$ cat src/logic/fipu_pkg.sv
package fipu_pkg;

  // Register offsets on the special-function register bus.
  localparam logic [7:0] CFG_OFS  = 8'he9;
  localparam logic [7:0] ADRL_OFS = 8'hea;
  localparam logic [7:0] ADRH_OFS = 8'heb;
  localparam logic [7:0] DATL_OFS = 8'hec;
  localparam logic [7:0] DATH_OFS = 8'hed;
  localparam logic [7:0] CLKR_OFS = 8'hee;

  // Reset values.
  localparam logic [7:0] CFG_RST  = 8'h34;
  localparam logic [7:0] BYTE_RST = 8'h00;

  // Configuration register field positions.
  localparam int LOCK_LSB  = 6;
  localparam int IDLE_BIT  = 5;
  localparam int RDY_BIT   = 4;
  localparam int WIDTH_BIT = 2;

  // Operation codes of the operation select field.
  localparam logic [1:0] OP_READ  = 2'h0;
  localparam logic [1:0] OP_MASS  = 2'h1;
  localparam logic [1:0] OP_PAGE  = 2'h2;
  localparam logic [1:0] OP_WRITE = 2'h3;

  // Unlock stages and the two key bytes.
  localparam logic [1:0] LK_LOCKED  = 2'h0;
  localparam logic [1:0] LK_STEP1   = 2'h1;
  localparam logic [1:0] LK_OPEN    = 2'h2;
  localparam logic [1:0] LK_BLOCKED = 2'h3;
  localparam logic [7:0] KEY_FIRST  = 8'haa;
  localparam logic [7:0] KEY_SECOND = 8'h55;

  // Clock range codes; codes above the last band fall into the lowest one.
  localparam logic [3:0] RANGE_LAST   = 4'ha;
  localparam logic [3:0] SHIFT_LOWEST = 4'hb;

  // Flash timing at the top band, converted to mclk cycles (8 ns period).
  localparam int TMR_W         = 22;
  localparam int CLK_PERIOD_NS = 8;
  localparam int READ_TIME_NS  = 40;
  localparam int PROG_TIME_NS  = 40000;
  localparam int ERASE_TIME_NS = 20000000;
  localparam logic [TMR_W-1:0] READ_CYC  = 22'((READ_TIME_NS + CLK_PERIOD_NS - 1) / CLK_PERIOD_NS);
  localparam logic [TMR_W-1:0] PROG_CYC  = 22'((PROG_TIME_NS + CLK_PERIOD_NS - 1) / CLK_PERIOD_NS);
  localparam logic [TMR_W-1:0] ERASE_CYC = 22'((ERASE_TIME_NS + CLK_PERIOD_NS - 1) / CLK_PERIOD_NS);

  // Sequencer states.
  typedef enum logic [1:0] {ST_IDLE, ST_READ, ST_PROG, ST_ERASE} fipu_state_t;

endpackage

$ cat src/logic/fipu_unlock.sv
`timescale 1ns/1ps
module fipu_unlock (
  input  wire logic       mclk,
  input  wire logic       rst_n,
  input  wire logic       enable,
  input  wire logic       key_wr,
  input  wire logic [7:0] key_data,
  input  wire logic       consume,
  output logic      [1:0] stage
);

  logic [1:0] stage_reg;

  // Keys are only examined before the open stage; once open, the next data write is payload.
  always_ff @(posedge mclk) begin
    if (!rst_n) begin
      stage_reg <= fipu_pkg::LK_LOCKED;
    end else if (stage_reg == fipu_pkg::LK_BLOCKED) begin
      stage_reg <= fipu_pkg::LK_BLOCKED;
    end else if (consume) begin
      stage_reg <= fipu_pkg::LK_LOCKED;
    end else if (enable && key_wr) begin
      case (stage_reg)
        fipu_pkg::LK_LOCKED: begin
          stage_reg <= (key_data == fipu_pkg::KEY_FIRST) ? fipu_pkg::LK_STEP1 : fipu_pkg::LK_BLOCKED;
        end
        fipu_pkg::LK_STEP1: begin
          stage_reg <= (key_data == fipu_pkg::KEY_SECOND) ? fipu_pkg::LK_OPEN : fipu_pkg::LK_BLOCKED;
        end
        default: begin
          stage_reg <= stage_reg;
        end
      endcase
    end
  end

  assign stage = stage_reg;

  // The first key step and the permanent block.
  a_key_first: assert property (@(posedge mclk) disable iff (!rst_n)
    enable && key_wr && !consume && stage_reg == fipu_pkg::LK_LOCKED && key_data == fipu_pkg::KEY_FIRST
    |=> stage_reg == fipu_pkg::LK_STEP1) else $error("First key did not advance the unlock stage.");
  a_block_sticky: assert property (@(posedge mclk) disable iff (!rst_n)
    stage_reg == fipu_pkg::LK_BLOCKED |=> stage_reg == fipu_pkg::LK_BLOCKED [*4])
    else $error("Blocked unlock stage was left before reset.");

endmodule

$ cat src/logic/fipu_timer.sv
`timescale 1ns/1ps
module fipu_timer (
  input  wire logic                      mclk,
  input  wire logic                      rst_n,
  input  wire logic                      start,
  input  wire logic [fipu_pkg::TMR_W-1:0] base_cyc,
  input  wire logic [3:0]                range_code,
  output logic                           done
);

  logic [fipu_pkg::TMR_W-1:0] cnt_reg;
  logic [fipu_pkg::TMR_W-1:0] load;
  logic [3:0]                 shift;

  // A slower band means fewer mclk edges per unit of flash time, so each band halves the count.
  always_comb begin
    shift = (range_code > fipu_pkg::RANGE_LAST) ? fipu_pkg::SHIFT_LOWEST : range_code;
    load  = base_cyc >> shift;
    if (load == '0) begin
      load = 22'h000001;
    end
  end

  // Down counter; done pulses in the last counted cycle.
  always_ff @(posedge mclk) begin
    if (!rst_n) begin
      cnt_reg <= '0;
    end else if (start) begin
      cnt_reg <= load;
    end else if (cnt_reg != '0) begin
      cnt_reg <= cnt_reg - 22'h000001;
    end
  end

  assign done = (cnt_reg == 22'h000001) && !start;

endmodule

$ cat src/logic/fipu_top.sv
`timescale 1ns/1ps
// Functional notes
// - Nothing starts until the peripheral enable bit zero is set.
// - Byte mode moves one byte per operation, word mode moves two.
// - Configuration bit 2 low selects word mode, high selects byte mode.
// - The held address steps by one after each read or write.
// - Unlock stage reads 00 locked, 01 after 0xaa, 10 after 0x55.
// - A wrong key sets stage 11 and blocks writes and erases until reset.
// - Configuration bit 5 is high while the unit is idle.
// - Bit 4 equals idle except byte write, where it shows buffer space.
// - Operation field: 00 read, 01 mass erase, 10 page erase, 11 write.
// - In write mode, a data low write launches the write.
// - Requests while not ready are dropped, never queued.
// - High address byte gives bits 15:8, or the page number to erase.
// - Data high returns read bits 15:8 and supplies the upper write byte.
// - Data low returns bits 7:0 of the last read.
// - Four-bit clock range: 0000 top band, halving up to 1010, else lowest.
// - Page erase clears 512 contiguous addresses chosen by page number.
// - In word mode the address registers form a 15-bit word address.
module fipu_top #(
  parameter logic [fipu_pkg::TMR_W-1:0] PROG_CYC  = fipu_pkg::PROG_CYC,
  parameter logic [fipu_pkg::TMR_W-1:0] ERASE_CYC = fipu_pkg::ERASE_CYC
) (
  input  wire logic        mclk,
  input  wire logic        rst_n,
  input  wire logic        periph_enable_reg_two_bit0,
  input  wire logic [7:0]  sfr_addr,
  input  wire logic        sfr_wr,
  input  wire logic [7:0]  sfr_wdata,
  output logic      [7:0]  sfr_rdata,
  output logic      [15:0] flash_addr,
  output logic      [15:0] flash_wdata,
  output logic             flash_word,
  output logic             flash_read,
  output logic             flash_program,
  output logic             flash_page_erase,
  output logic             flash_mass_erase,
  input  wire logic [15:0] flash_rdata
);

  fipu_pkg::fipu_state_t state_reg;

  logic [3:0]  cfg_ctrl_reg;
  logic [15:0] addr_reg;
  logic [15:0] data_reg;
  logic [3:0]  range_reg;
  logic        pend_reg;
  logic [15:0] pend_data_reg;
  logic [7:0]  rdata_reg;
  logic [15:0] fl_addr_reg;
  logic [15:0] fl_wdata_reg;
  logic        fl_word_reg;
  logic [3:0]  fl_cmd_reg;
  logic [1:0]  unlock_stage;
  logic        unit_idle_flag;
  logic        buffer_ready_flag;
  logic        byte_width_select;
  logic        launch_byte;
  logic [1:0]  operation_select;
  logic        byte_write_mode;
  logic        unlocked;
  logic        cfg_wr;
  logic        adrl_wr;
  logic        adrh_wr;
  logic        datl_wr;
  logic        dath_wr;
  logic        clkr_wr;
  logic        from_pend;
  logic        pend_take;
  logic        start;
  logic [1:0]  start_op;
  logic [15:0] start_data;
  logic        consume;
  logic        tmr_done;
  logic [fipu_pkg::TMR_W-1:0] tmr_base;

  // One strobe per register; the bus has no read strobe, so reads have no side effects.
  // The bus signals are passed in, so every strobe follows the bus as soon as it moves.
  function automatic logic hit(input logic wr, input logic [7:0] ad, input logic [7:0] ofs);
    hit = wr && (ad == ofs);
  endfunction

  assign cfg_wr  = hit(sfr_wr, sfr_addr, fipu_pkg::CFG_OFS);
  assign adrl_wr = hit(sfr_wr, sfr_addr, fipu_pkg::ADRL_OFS);
  assign adrh_wr = hit(sfr_wr, sfr_addr, fipu_pkg::ADRH_OFS);
  assign datl_wr = hit(sfr_wr, sfr_addr, fipu_pkg::DATL_OFS);
  assign dath_wr = hit(sfr_wr, sfr_addr, fipu_pkg::DATH_OFS);
  assign clkr_wr = hit(sfr_wr, sfr_addr, fipu_pkg::CLKR_OFS);

  // Mode decode and the two status flags.
  assign byte_width_select = cfg_ctrl_reg[fipu_pkg::WIDTH_BIT];
  assign operation_select  = cfg_ctrl_reg[1:0];
  assign byte_write_mode   = byte_width_select && (operation_select == fipu_pkg::OP_WRITE);
  assign unit_idle_flag    = (state_reg == fipu_pkg::ST_IDLE);
  assign buffer_ready_flag = byte_write_mode ? !pend_reg : unit_idle_flag;
  assign unlocked          = (unlock_stage == fipu_pkg::LK_OPEN);
  // A launching config write carries its own width bit, since the stored bit lags by one cycle.
  assign launch_byte       = from_pend || (cfg_wr ? sfr_wdata[fipu_pkg::WIDTH_BIT] : byte_width_select);

  // A buffered byte goes out on the first idle cycle after the previous write ends.
  assign from_pend = unit_idle_flag && pend_reg;
  // Byte write while busy: the second buffer slot takes the byte if it is free.
  assign pend_take = periph_enable_reg_two_bit0 && datl_wr && byte_write_mode && unlocked
                     && !unit_idle_flag && !pend_reg;

  // Launch decision. Only an idle unit starts work; anything else is dropped here.
  always_comb begin
    start      = 1'b0;
    start_op   = fipu_pkg::OP_READ;
    start_data = data_reg;
    if (from_pend) begin
      start      = 1'b1;
      start_op   = fipu_pkg::OP_WRITE;
      start_data = pend_data_reg;
    end else if (periph_enable_reg_two_bit0 && unit_idle_flag) begin
      if (cfg_wr && (sfr_wdata[1:0] != fipu_pkg::OP_WRITE)) begin
        start    = (sfr_wdata[1:0] == fipu_pkg::OP_READ) || unlocked;
        start_op = sfr_wdata[1:0];
      end else if (datl_wr && (operation_select == fipu_pkg::OP_WRITE) && unlocked) begin
        start      = 1'b1;
        start_op   = fipu_pkg::OP_WRITE;
        start_data = {byte_width_select ? 8'h00 : data_reg[15:8], sfr_wdata};
      end
    end
  end

  // Each accepted write or erase spends the unlock; a read leaves it alone.
  assign consume = (start && !from_pend && (start_op != fipu_pkg::OP_READ)) || pend_take;

  fipu_unlock u_unlock (
    .mclk     (mclk),
    .rst_n    (rst_n),
    .enable   (periph_enable_reg_two_bit0),
    .key_wr   (datl_wr),
    .key_data (sfr_wdata),
    .consume  (consume),
    .stage    (unlock_stage)
  );

  // Timer length per operation; the timer scales it by the clock range.
  always_comb begin
    case (start_op)
      fipu_pkg::OP_READ:  tmr_base = fipu_pkg::READ_CYC;
      fipu_pkg::OP_WRITE: tmr_base = PROG_CYC;
      default:            tmr_base = ERASE_CYC;
    endcase
  end

  fipu_timer u_timer (
    .mclk       (mclk),
    .rst_n      (rst_n),
    .start      (start),
    .base_cyc   (tmr_base),
    .range_code (range_reg),
    .done       (tmr_done)
  );

  // Sequencer state.
  always_ff @(posedge mclk) begin
    if (!rst_n) begin
      state_reg <= fipu_pkg::ST_IDLE;
    end else begin
      case (state_reg)
        fipu_pkg::ST_IDLE: begin
          if (start) begin
            case (start_op)
              fipu_pkg::OP_READ:  state_reg <= fipu_pkg::ST_READ;
              fipu_pkg::OP_WRITE: state_reg <= fipu_pkg::ST_PROG;
              default:            state_reg <= fipu_pkg::ST_ERASE;
            endcase
          end
        end
        fipu_pkg::ST_READ, fipu_pkg::ST_PROG, fipu_pkg::ST_ERASE: begin
          if (tmr_done) begin
            state_reg <= fipu_pkg::ST_IDLE;
          end
        end
        default: begin
          state_reg <= fipu_pkg::ST_IDLE;
        end
      endcase
    end
  end

  // Writable configuration bits 3:0; the reserved bit is stored as written.
  always_ff @(posedge mclk) begin
    if (!rst_n) begin
      cfg_ctrl_reg <= fipu_pkg::CFG_RST[3:0];
    end else if (cfg_wr) begin
      cfg_ctrl_reg <= sfr_wdata[3:0];
    end
  end

  // Clock range register; upper nibble is not stored.
  always_ff @(posedge mclk) begin
    if (!rst_n) begin
      range_reg <= fipu_pkg::BYTE_RST[3:0];
    end else if (clkr_wr) begin
      range_reg <= sfr_wdata[3:0];
    end
  end

  // Held address. A software write in the same cycle as a launch wins over the step.
  always_ff @(posedge mclk) begin
    if (!rst_n) begin
      addr_reg <= {fipu_pkg::BYTE_RST, fipu_pkg::BYTE_RST};
    end else if (adrl_wr) begin
      addr_reg[7:0] <= sfr_wdata;
    end else if (adrh_wr) begin
      addr_reg[15:8] <= sfr_wdata;
    end else if (start && (start_op == fipu_pkg::OP_READ || start_op == fipu_pkg::OP_WRITE)) begin
      addr_reg <= addr_reg + 16'h0001;
    end
  end

  // Data registers. Read results overwrite them; in byte mode only the low byte returns.
  always_ff @(posedge mclk) begin
    if (!rst_n) begin
      data_reg <= {fipu_pkg::BYTE_RST, fipu_pkg::BYTE_RST};
    end else if (tmr_done && state_reg == fipu_pkg::ST_READ) begin
      data_reg[7:0] <= flash_rdata[7:0];
      if (fl_word_reg) begin
        data_reg[15:8] <= flash_rdata[15:8];
      end
    end else if (datl_wr) begin
      data_reg[7:0] <= sfr_wdata;
    end else if (dath_wr) begin
      data_reg[15:8] <= sfr_wdata;
    end
  end

  // Second slot of the byte write double buffer.
  always_ff @(posedge mclk) begin
    if (!rst_n) begin
      pend_reg      <= 1'b0;
      pend_data_reg <= '0;
    end else if (pend_take) begin
      pend_reg      <= 1'b1;
      pend_data_reg <= {8'h00, sfr_wdata};
    end else if (from_pend) begin
      pend_reg      <= 1'b0;
    end
  end

  // Flash array request, latched at launch and held for the whole operation.
  always_ff @(posedge mclk) begin
    if (!rst_n) begin
      fl_addr_reg  <= '0;
      fl_wdata_reg <= '0;
      fl_word_reg  <= 1'b0;
      fl_cmd_reg   <= 4'h0;
    end else if (start) begin
      fl_word_reg  <= !launch_byte;
      fl_wdata_reg <= start_data;
      fl_cmd_reg   <= 4'h1 << start_op;
      case (start_op)
        fipu_pkg::OP_PAGE: fl_addr_reg <= {addr_reg[14:8], 9'h000};
        fipu_pkg::OP_MASS: fl_addr_reg <= 16'h0000;
        default: begin
          fl_addr_reg <= launch_byte ? addr_reg : {addr_reg[14:0], 1'b0};
        end
      endcase
    end else if (tmr_done) begin
      fl_cmd_reg <= 4'h0;
    end
  end

  assign flash_addr       = fl_addr_reg;
  assign flash_wdata      = fl_wdata_reg;
  assign flash_word       = fl_word_reg;
  assign flash_read       = fl_cmd_reg[fipu_pkg::OP_READ];
  assign flash_mass_erase = fl_cmd_reg[fipu_pkg::OP_MASS];
  assign flash_page_erase = fl_cmd_reg[fipu_pkg::OP_PAGE];
  assign flash_program    = fl_cmd_reg[fipu_pkg::OP_WRITE];

  // Read data is registered, so it appears one cycle after the address; unmapped reads give zero.
  always_ff @(posedge mclk) begin
    if (!rst_n) begin
      rdata_reg <= fipu_pkg::BYTE_RST;
    end else begin
      case (sfr_addr)
        fipu_pkg::CFG_OFS:  rdata_reg <= {unlock_stage, unit_idle_flag, buffer_ready_flag, cfg_ctrl_reg};
        fipu_pkg::ADRL_OFS: rdata_reg <= addr_reg[7:0];
        fipu_pkg::ADRH_OFS: rdata_reg <= addr_reg[15:8];
        fipu_pkg::DATL_OFS: rdata_reg <= data_reg[7:0];
        fipu_pkg::DATH_OFS: rdata_reg <= data_reg[15:8];
        fipu_pkg::CLKR_OFS: rdata_reg <= {4'h0, range_reg};
        default:            rdata_reg <= 8'h00;
      endcase
    end
  end

  assign sfr_rdata = rdata_reg;

  // Launch gating.
  a_enable_gate: assert property (@(posedge mclk) disable iff (!rst_n)
    !periph_enable_reg_two_bit0 && !pend_reg |-> !start) else $error("Operation launched while disabled.");
  a_lock_refuse: assert property (@(posedge mclk) disable iff (!rst_n)
    start && !from_pend && start_op != fipu_pkg::OP_READ |-> unlock_stage == fipu_pkg::LK_OPEN)
    else $error("Write or erase launched without unlock.");
  a_busy_cancel: assert property (@(posedge mclk) disable iff (!rst_n)
    cfg_wr && !unit_idle_flag && !tmr_done |=> $stable(flash_addr) && !unit_idle_flag)
    else $error("Request accepted while busy.");

  // Operation decode and flash request contents.
  a_mass_decode: assert property (@(posedge mclk) disable iff (!rst_n)
    start && start_op == fipu_pkg::OP_MASS |=> flash_mass_erase && !flash_program && flash_addr == 16'h0000)
    else $error("Mass erase not issued as decoded.");
  a_page_target: assert property (@(posedge mclk) disable iff (!rst_n)
    start && start_op == fipu_pkg::OP_PAGE
    |=> flash_page_erase && flash_addr[8:0] == 9'h000 && flash_addr[15:9] == $past(addr_reg[14:8]))
    else $error("Page erase aimed at wrong block.");
  a_width_pick: assert property (@(posedge mclk) disable iff (!rst_n)
    start && !from_pend |=> flash_word == !cfg_ctrl_reg[fipu_pkg::WIDTH_BIT])
    else $error("Transfer width does not follow the width select.");
  a_write_launch: assert property (@(posedge mclk) disable iff (!rst_n)
    periph_enable_reg_two_bit0 && datl_wr && unit_idle_flag && !pend_reg && unlocked
    && operation_select == fipu_pkg::OP_WRITE |=> flash_program && !unit_idle_flag)
    else $error("Data write did not launch the flash write.");

  // Address step, read return and status flags.
  a_addr_step: assert property (@(posedge mclk) disable iff (!rst_n)
    start && (start_op == fipu_pkg::OP_READ || start_op == fipu_pkg::OP_WRITE) && !adrl_wr && !adrh_wr
    |=> addr_reg == $past(addr_reg) + 16'h0001) else $error("Address did not step after transfer.");
  a_read_return: assert property (@(posedge mclk) disable iff (!rst_n)
    tmr_done && state_reg == fipu_pkg::ST_READ |=> data_reg[7:0] == $past(flash_rdata[7:0]) && unit_idle_flag)
    else $error("Read data not returned in data low.");
  a_ready_match: assert property (@(posedge mclk) disable iff (!rst_n)
    !byte_write_mode |-> buffer_ready_flag == unit_idle_flag) else $error("Ready differs from idle.");

  // Double buffer hand-over and busy timing.
  a_pend_launch: assert property (@(posedge mclk) disable iff (!rst_n)
    pend_reg && unit_idle_flag |=> flash_program && !pend_reg)
    else $error("Buffered byte was not launched on the idle cycle.");
  a_pend_byte: assert property (@(posedge mclk) disable iff (!rst_n)
    from_pend |=> flash_program && !flash_word && flash_wdata[15:8] == 8'h00)
    else $error("Buffered byte not written as a single byte.");
  a_busy_hold: assert property (@(posedge mclk) disable iff (!rst_n)
    !unit_idle_flag && !tmr_done |=> !unit_idle_flag)
    else $error("Idle raised before the timed operation ended.");

endmodule

$ cat config.mk
export PLATFORM = sky130hd
export DESIGN_NAME = fipu_top
export DESIGN_NICKNAME = d
export VERILOG_FILES = /design/src/logic/fipu_pkg.sv /design/src/logic/fipu_unlock.sv /design/src/logic/fipu_timer.sv /design/src/logic/fipu_top.sv
export SDC_FILE = /design/constraint.sdc
export NUM_CORES = 1
export LEC_CHECK = 0
export ABC_AREA = 1
export CORE_MARGIN = 2
export CORE_UTILIZATION = 24
export CTS_CLUSTER_DIAMETER = 60
export CTS_CLUSTER_SIZE = 25
export DETAILED_ROUTE_END_ITERATION = 6
export DONT_BUFFER_PORTS = 1
export PLACE_DENSITY = 0.43
export SETUP_SLACK_MARGIN = 0.2
export SYNTH_ARGS = -nofsm -noshare
export SYNTH_HDL_FRONTEND = slang
export SYNTH_SLANG_ARGS = --single-unit
$ cat constraint.sdc
create_clock -name mclk -period 5.7 [get_ports mclk]
set_clock_uncertainty 0.05 [all_clocks]
set_input_delay 0.57 -clock mclk [delete_from_list [all_inputs] [get_ports mclk]]
set_output_delay 0.57 -clock mclk [all_outputs]
set_load 0.005 [all_outputs]
# == Yosys cells after proc, flatten, opt, wreduce, memory -nomap -nowiden ==
# Cells that the tools add are included.
# classes
n_eq_ne,25
shifts,2
n_addsub,2
reduce_logical,53
n_mux,46
n_bitwise,1
order_cmp,1
# op_table
op,count
$mux 16,7
$mux 22,3
$mux 8,8
$eq 8x8->1 const B,7
$pmux 8 s6,1
$pmux 22 s2,1
$pmux 16 s2,1
$eq 22x1->1 const B,1
$logic_and 1x1->1,22
$logic_not 22->1,1
$reduce_bool 22->1,1
$shr 22x4->22,1
$sub 22x1->22 const B,1
$mux 2,10
$add 16x1->16 const B,1
$reduce_bool 2->1,8
$eq 2x2->1 const B,7
$mux 4,3
$pmux 2 s2,3
$mux 1,9
$eq 8x7->1 const B,1
$logic_not 2->1,4
$ne 2x2->1 const B,4
$reduce_and 2->1,4
11 further kinds,21
# totals
output_inout_bits,45
word_cells,146
register_bits,120

# == Depth between registers and ports, before layout ==
# Gate-level depths: netlist of run 1.
# logic_depth
ltp_word,14
depth_mapped,24
depth_no_buf,24

# == By module ==
# From an unflattened synthesis of run 1, not the netlist that was laid out.
# unflattened
hier_cells,1229
area_unflattened_um2,7825.0
# by_module_without_submodules
mod,cells_per_inst,seq_area_each_um2,area_each_um2,n_inst
fipu_top,744,1921.8,5094.9,1
fipu_timer,450,440.4,2547.4,1
fipu_unlock,35,40.0,182.7,1

# == Least setup slack after synthesis of run 1 ==
# No wires, ideal clock.
# synth_timing
path_type,in2reg
startpoint,in sfr_addr[5]
endpoint,reg u_timer.cnt_reg[0] (netlist name)
arrival_time_ns,3.142
slack_ns,2.437
path_stages,22
required_ns,5.580
setup_time_ns,0.070
path_cell_list,inv_1 > nor3_4 > nand3_2 > nor3_4 > nor2_2 > inv_1 > a31oi_1 > ha_1 > inv_2 > nand2_1 > inv_1 > nand2_1 > o21ai_0 > nand2_1 > nand2_1 > a21oi_1 > nand2_1 > nor2_1 > nand2_1 > nand2_1 > nand2_1 > a21oi_1
# synth_via
elab_chain_len,14
word_cells_on_any_way,23
# synth_lines
item,line_no,source
start: declaration,fipu_top.sv:27,"input wire logic [7:0] sfr_addr,"
$eq 8x8->1,fipu_top.sv:80,hit = wr && (ad == ofs);
$logic_and 1x1->1,fipu_top.sv:80,
$logic_and 1x1->1 (2 in series),fipu_top.sv:119,end else if (datl_wr && (operation_select == fipu_pkg::OP_WRITE) && unlocked) begin
$mux 2,fipu_top.sv:119,
$mux 2,fipu_top.sv:116,if (cfg_wr && (sfr_wdata[1:0] != fipu_pkg::OP_WRITE)) begin
$mux 2,fipu_top.sv:115,end else if (periph_enable_reg_two_bit0 && unit_idle_flag) begin
$mux 2,fipu_top.sv:111,if (from_pend) begin
$eq 2x2->1 or $logic_not 2->1 (tied branches),fipu_top.sv:142,case (start_op)
$pmux 22 s2,fipu_top.sv:142,
$shr 22x4->22,fipu_timer.sv:18,load = base_cyc >> shift;
$logic_not 22->1,fipu_timer.sv:19,if (load == '0) begin
$mux 22,fipu_timer.sv:19,
$mux 22,fipu_timer.sv:28,end else if (start) begin
end signal: assignment,fipu_timer.sv:29,cnt_reg <= load;
end signal: assignment,fipu_timer.sv:31,cnt_reg <= cnt_reg - 22'h000001;
end: declaration,fipu_timer.sv:11,logic [fipu_pkg::TMR_W-1:0] cnt_reg;
# Several ways; a longest one is shown, not always the timed one.
# A chain may end at the register's enable or synchronous reset.

# == Worst setup path in the final report of run 1 ==
# layout_timing
startpoint,reg state_reg[1]
endpoint,reg u_timer.cnt_reg[0] (netlist name)
# layout_via
elab_chain_len,10
word_cells_on_any_way,15
# layout_lines
item,line_no,source
start: declaration,fipu_top.sv:41,fipu_pkg::fipu_state_t state_reg;
start signal: assignment,fipu_top.sv:161,state_reg <= fipu_pkg::ST_IDLE;
start signal: assignment,fipu_top.sv:167,fipu_pkg::OP_READ: state_reg <= fipu_pkg::ST_READ;
start signal: assignment,fipu_top.sv:168,fipu_pkg::OP_WRITE: state_reg <= fipu_pkg::ST_PROG;
$logic_not 2->1 (*),fipu_top.sv:94,assign unit_idle_flag = (state_reg == fipu_pkg::ST_IDLE);
$logic_and 1x1->1,fipu_top.sv:115,
$mux 2,fipu_top.sv:115,
$mux 2,fipu_top.sv:111,
$eq 2x2->1 or $logic_not 2->1 (tied branches),fipu_top.sv:142,
$pmux 22 s2,fipu_top.sv:142,
$shr 22x4->22,fipu_timer.sv:18,
$logic_not 22->1,fipu_timer.sv:19,
$mux 22,fipu_timer.sv:19,
$mux 22,fipu_timer.sv:28,
# Mark *: on every way between the ends. The rest lies on a longest branch, timed or not.

==> out/qor.txt, run 1 <==
Synth unique cells -> 47
Synthesized area -> 6890 um^2
Worst rel slew slack -> 0.299
WP data required -> 5990 ps
Cell area power density -> 351 nW/um^2
Max Fanout on Critical Path -> 10
Crit path cell chain -> nor2_1 > nand2_1 > nor3_4 > nor2_2 > inv_1 > a31oi_1 > ha_1 > inv_2 > nand2_1 > inv_1 > nand2_1 > o21ai_0 > nand2_1 > nand2_1 > a21oi_1 > nand2_1 > nor2_1 > nand2_1 > nand2_1 > nand2_1 > a21oi_1
Yosys synthesis warning count -> 0
Post-synth top area share -> 0.349
Num CTS Buffers -> 17
Die W -> 173 um
Tcrit/Tclk final -> 0.637
Hold Slack -> 236 ps
Final setup viols -> 0
Iter 0 DRT Violations -> 628
Most used cell, CP -> nand2_1
Hold Path Class -> in -> reg
Reg-to-Reg End -> u_timer.cnt_reg[0]
Avg Cell Area, Syn -> 6.66 um^2
Initial antenna violation count -> 0
Rows -> 62
Hold Crit Start -> rst_n
Clock Tree Buf Depth -> 2
Min setup slack post-route -> 2070 ps
Crit Path Class -> reg -> reg
Initial Util -> 0.242
Number of global-route vias before repair -> 6666
DIE AREA -> 30100 um^2
PortBufs -> 0
Post-synthesis mux area share -> 0.00163
Main combinational cell family by area after synthesis -> simple AND/OR/NAND/NOR gates
Post-CTS Setup Bufs -> 0
WL per Instance -> 17.7 um
Tmin final -> 3630 ps
Finished Cell Area -> 7840 um^2
Maxcap violations -> 0
Top_reg_cell synth -> dfxtp_1
Post-place instance area -> 7200 um^2
Leakage -> 0.00317 uW
Antenna cells -> 0
Worst-skew pair later-pin latency -> 430 ps
Peak supply drop -> 181 uV
Io pins -> 81
Hold worst-path end -> cfg_ctrl_reg[2]
Top cells by area, synth -> dfxtp_1 35%, nand2_1 14%, a21oi_1 8.8%
Final core utilization -> 0.275
CTS tree -> yes
Final Wtd Congestion -> 0.867
Post-Synth XOR/XNOR Area -> 0.0394
Synthesis-stage register bit count -> 120
CP Launch Type -> flop
Worst Reg2Reg Path Length in Cells -> 21
Hold buffers post-CTS -> 0
Crit path capture type -> flop
Floorplan core area -> 28500 um^2
Detail Placement HPWL -> 18600 um
Async set-reset flop share out of synthesis -> 0
Count of pins over their slew limit -> 0
Routed Antenna Nets -> 0
Most common cell after layout, fill and taps aside -> nand2_1
DP Worst Slack -> 1870 ps
First-pass DRT Iterations -> 5
Arrival @ worst endpoint -> 3920 ps
Net Count, Synth -> 1079
Fill cells -> 3223
Status -> finished, final reports clean
Synth Area in Adders -> 0.0163
Final hold vios -> 0
Hold Path Depth -> 1
First-pass GRT wire length -> 39000 um
Most frequent cells in the layout -> 248 x nand2_1, 121 x a21oi_1, 120 x dfxtp_1
Fin Setup TNS -> 0 ps
Vias per cell -> 4.83
Clock Sinks -> 120
Reg2reg start -> state_reg[1]
F_max -> 0.275 GHz
GRT overflow -> 0
Register area share after synthesis -> 0.349
Area growth syn-to-layout -> 13.8%
Total Wirelength -> 25000 um
RSZ-0062 raised after global routing -> no
R2R Setup Slk -> 2070 ps
Max FFs per register -> 22
GRT Total Usage -> 0.167
Post-synth EDFFs -> 0
Tightest Pin Transition -> 1050 ps
Clk Tree Root Cell -> clkbuf_16
Reg area -> 2400 um^2
CP max stage cell -> ha_1
Largest net degree at the start of global routing -> 66
DRC viols -> 0
CP peak stage delay -> 520 ps
Post-CTS sizing -> 0
Layout cells sized above 1 -> 0.0593
Yosys top cell by area -> dfxtp_1
# H-tree levels -> 4
Simple-Gate Fraction of Synth Area -> 0.268
CTS clk-pin slew, worst paths -> 60 ps
Syn Inst Count -> 1034
Via count -> 6819
Die span in y -> 173 um
# nets final -> 1061
Area fraction in compound gates after synthesis -> 0.234
Area of the multi-input gates -> 3850 um^2
==> cell families (layout without fill, tap and decap cells) <==
family / Yosys count / count (layout)
adder cells (fa/ha/maj): 9 / 9
AND/OR/NAND/NOR: 431 / 431
multiplexers: 1 / 1
flip-flops: 120 / 120
AO/OA/AOI/OAI: 282 / 282
buffers and inverters: 160 / 154
XOR/XNOR: 31 / 31
==> where the power goes <==
| group | switching [uW] | internal, uW |
|---|---|---|
| logic | 376 | 219 |
| clock network | 432 | 746 |
| registers | 65.7 | 910 |
==> worst max-delay path, delay by kind of cell (launching register included) <==
family / cells / cell delay (ps)
and+or+nand+nor: 13 / 1780
adders and majority gates: 1 / 520
AOI/OAI and AO/OA: 4 / 490
DFF: 1 / 360
buffers and inverters: 3 / 330
==> cell type report <==
type                    count  area share
multi-input cells         754       0.491
flip-flops and latches    120       0.307
well taps                 384      0.0613
inverters                 122      0.0591
clock buffers              18      0.0560
clock inverters            13      0.0247
repair buffers              1    0.000958
==> cells in the mapped netlist, types with 2 or more instances <==
cell type	n
a211oi_2	3
a2111oi_0	2
o221ai_1	6
a211oi_1	12
o22ai_1	11
a31oi_1	12
inv_1	115
clkinv_2	2
nand2_4	2
nor3_1	10
o21ai_0	85
clkbuf_1	22
a221oi_1	3
o211ai_1	10
nand4_1	8
buf_4	2
xnor2_1	7
nor2_2	6
nor3_4	3
nand2_2	4
ha_1	9
clkinv_1	3
nor2_1	94
nand3_1	43
o21ai_1	5
a21oi_1	121
nor4_1	6
buf_2	11
xor2_1	24
buf_1	2
dfxtp_1	120
nand2_1	248
a32oi_1	9
==> stage by stage <==
step | total power, uW | cells
2_1_floorplan | 1440 | 1034
4_1_cts | 2770 | 1412
3_5_place_dp | 1580 | 1381
3_3_place_gp | 1600 | 1381
6_report | 2750 | 1412
5_1_grt | 2900 | 1412
==> layer usage <==
layer / global-route usage / share of wire
met4: 0.0459 / 0.019
met3: 0.0404 / 0.058
met2: 0.261 / 0.45
met5: 0 / 0
met1: 0.228 / 0.48
==> how the worst max path moves through the flow <==
stage                             from            endpoint  slack (ps)  depth (start not counted)
after CTS                 state_reg[1]  u_timer.cnt_reg[0]        2070                         21
final                     state_reg[1]  u_timer.cnt_reg[0]        2070                         21
after floorplan            sfr_addr[5]  u_timer.cnt_reg[0]        2440                         22
after global placement     sfr_addr[5]  u_timer.cnt_reg[0]        1910                         22
after detailed placement   sfr_addr[5]  u_timer.cnt_reg[0]        1870                         22
after global routing      state_reg[1]  u_timer.cnt_reg[0]        1640                         21
Power figures use the tool's default switching activity.
==> run 2, diff against run 1 <==
Settings changed: PLACE_DENSITY 0.43 to 0.44.
Clock period 5.7 ns to 2.9 ns, I/O delays scaled along.
==> out/qor.txt, run 2 (synthesis gave the netlist of run 1 again) <==
Max FFs per register -> 22 (unchanged)
Antenna cells -> 0 (unchanged)
Initial antenna violation count -> 1 (+1)
Crit path capture type -> flop
Tcrit/Tclk final -> 0.887 (+0.250)
WP buf/inv -> 3 (unchanged)
DIE AREA -> 30100 um^2 (unchanged)
Maxcap violations -> 0 (unchanged)
CP Launch Type -> flop
Final Wtd Congestion -> 0.901 (+4.0%)
Cell area power density -> 627 nW/um^2 (+79%)
Rows -> 62 (unchanged)
Via count -> 6947 (+1.9%)
Peak supply drop -> 388 uV (+110%)
First-pass GRT wire length -> 39600 um (+1.7%)
Hold worst-path end -> range_reg[1]
Clk Tree Root Cell -> clkbuf_16
Hold Path Class -> in -> reg
Seq pwr share -> 0.366 (+0.011)
Layout cells sized above 1 -> 0.132 (+0.0726)
Initial Util -> 0.242 (unchanged)
Clock Sinks -> 120 (unchanged)
Reg-to-Reg End -> u_timer.cnt_reg[0]
RSZ-0062 raised after global routing -> yes
CTS clk-pin slew, worst paths -> 60 ps (about the same)
Worst rel slew slack -> 0.488 (+0.189)
Total Wirelength -> 25500 um (+2.1%)
Die span in y -> 173 um (unchanged)
Count of pins over their slew limit -> 0 (unchanged)
R2R Setup Slk -> 330 ps (-1740 ps)
Final hold vios -> 0 (unchanged)
Hold Crit Start -> sfr_wdata[1]
Worst Reg2Reg Path Length in Cells -> 21 (unchanged)
Sw Ratio -> 0.338 (+0.0197)
Finished Cell Area -> 8340 um^2 (+6.4%)
CTS tree -> yes
Tmin final -> 2570 ps (-1060 ps)
Detail Placement HPWL -> 19100 um (+2.4%)
Worst-skew pair later-pin latency -> 440 ps (about the same)
Most common cell after layout, fill and taps aside -> nand2_1
Arrival @ worst endpoint -> 2880 ps (-1040 ps)
Max Fanout on Critical Path -> 6 (-4)
Area growth syn-to-layout -> 21.1%
Clock share of power -> 0.411 (-0.018)
CP peak stage delay -> 350 ps (-170 ps)
Sw power -> 1770 uW (+100%)
Leakage -> 0.00340 uW (+7.2%)
Iter 0 DRT Violations -> 556 (-11%)
PortBufs -> 0 (unchanged)
Pint -> 3460 uW (+85%)
# H-tree levels -> 4 (unchanged)
Hold Path Depth -> 2 (+1)
Fin Setup TNS -> 0 ps (unchanged)
Crit Path Class -> reg -> reg
F_max -> 0.389 GHz (+41%)
First-pass DRT Iterations -> 5 (unchanged)
Floorplan core area -> 28500 um^2 (unchanged)
Status -> finished, final reports clean
Largest net degree at the start of global routing -> 62 (-6.1%)
DRC viols -> 0 (unchanged)
# nets final -> 1108 (+4.4%)
CP max stage cell -> dfxtp_2
Tightest Pin Transition -> 749 ps (-299 ps)
Num CTS Buffers -> 17 (unchanged)
Clock Tree Buf Depth -> 2 (unchanged)
WP data required -> 3210 ps (-2780 ps)
Most used cell, CP -> nand2_1
Post-place instance area -> 7540 um^2 (+4.6%)
WL per Instance -> 17.5 um (-1.2%)
Top Family by Delay on Critical Path -> simple AND/OR/NAND/NOR gates
Reg area -> 2410 um^2 (+0.16%)
Die W -> 173 um (unchanged)
Vias per cell -> 4.76 (-1.5%)
Reg2reg start -> state_reg[0]
Fill cells -> 3201 (-0.68%)
Crit path cell chain -> nor2_4 > nand2_2 > nor3_4 > nor2_4 > inv_2 > a31oi_4 > ha_4 > inv_4 > nand2_2 > inv_4 > nand2_4 > o21ai_2 > nand2_1 > nand2_1 > a21oi_2 > nand2_1 > nor2_1 > nand2_1 > nand2_1 > nand2_1 > a21oi_1
GRT Total Usage -> 0.170 (+0.00307)
GRT overflow -> 0 (unchanged)
Final setup viols -> 0 (unchanged)
Io pins -> 81 (unchanged)
Routed Antenna Nets -> 0 (unchanged)
Number of global-route vias before repair -> 6790 (+1.9%)
Combinational Power Share -> 0.224 (+0.007)
Most frequent cells in the layout -> 236 x nand2_1, 118 x a21oi_1, 117 x dfxtp_1
Area of the multi-input gates -> 4000 um^2 (+3.9%)
run 2: stage by stage:
stage          setup WS (ps)  utilization  hold WS, ps  total power (uW)  cells
2_1_floorplan            145            -          374              2840   1034
5_1_grt                  135        0.293         16.5              5530   1460
3_3_place_gp            97.2        0.265          347              3090   1415
4_1_cts                  223        0.290        0.944              5270   1456
3_5_place_dp            63.8        0.265          353              3080   1415
6_report                 327        0.293         16.8              5230   1460
run 2: per-layer routing:
| metal | vias to the layer above | routed length [um] | GRT usage | share of wire |
|---|---|---|---|---|
| met5 | - | 0 | 0 | 0 |
| met2 | 188 | 11300 | 0.264 | 0.44 |
| met3 | 26 | 1720 | 0.0371 | 0.067 |
| met1 | 3228 | 12100 | 0.236 | 0.47 |
| met4 | 0 | 376 | 0.0470 | 0.015 |
| li1 | 3505 | - | - | - |
run 2: worst max-delay path by stage:
stage	start	endpoint	slack (ps)	cells past startpoint
2_1_floorplan	sfr_addr[5]	u_timer.cnt_reg[0]	150	22
3_3_place_gp	sfr_addr[3]	u_timer.cnt_reg[0]	100	20
3_5_place_dp	sfr_addr[3]	u_timer.cnt_reg[0]	60	20
4_1_cts	u_unlock.stage[0]	u_timer.cnt_reg[0]	220	24
5_1_grt	u_unlock.stage[0]	u_timer.cnt_reg[0]	130	22
6_report	state_reg[0]	u_timer.cnt_reg[0]	330	21
run 2: area by class of cell:
type,count,area share
multi-input cells,754,0.480
flip-flops and latches,120,0.289
well taps,384,0.0576
inverters,122,0.0570
clock buffers,17,0.0510
repair buffers,48,0.0474
clock inverters,15,0.0188
run 2: power groups by stage:
stage	logic, uW	clock network [uW]	registers (uW)
after CTS	1170	2190	1910
after global routing	1340	2260	1930
after floorplan	923	0	1910
final	1170	2150	1910
after detailed placement	1140	0	1940
after global placement	1140	0	1950
run 2: repair_timing:
item                                   CTS  global route
hold buffers                             7             0
pin swaps                                1            14
gates resized for setup                  7            23
setup endpoints to repair                2            27
endpoints found under the hold margin   66             0
buffers inserted                         2             4
run 2: worst register-to-register path: cells and delay by family (launching register included):
| family | cells | cell delay, ps |
|---|---|---|
| AOI/OAI and AO/OA | 4 | 370 |
| DFF | 1 | 350 |
| and+or+nand+nor | 13 | 1190 |
| adders and majority gates | 1 | 340 |
| buffers and inverters | 3 | 200 |
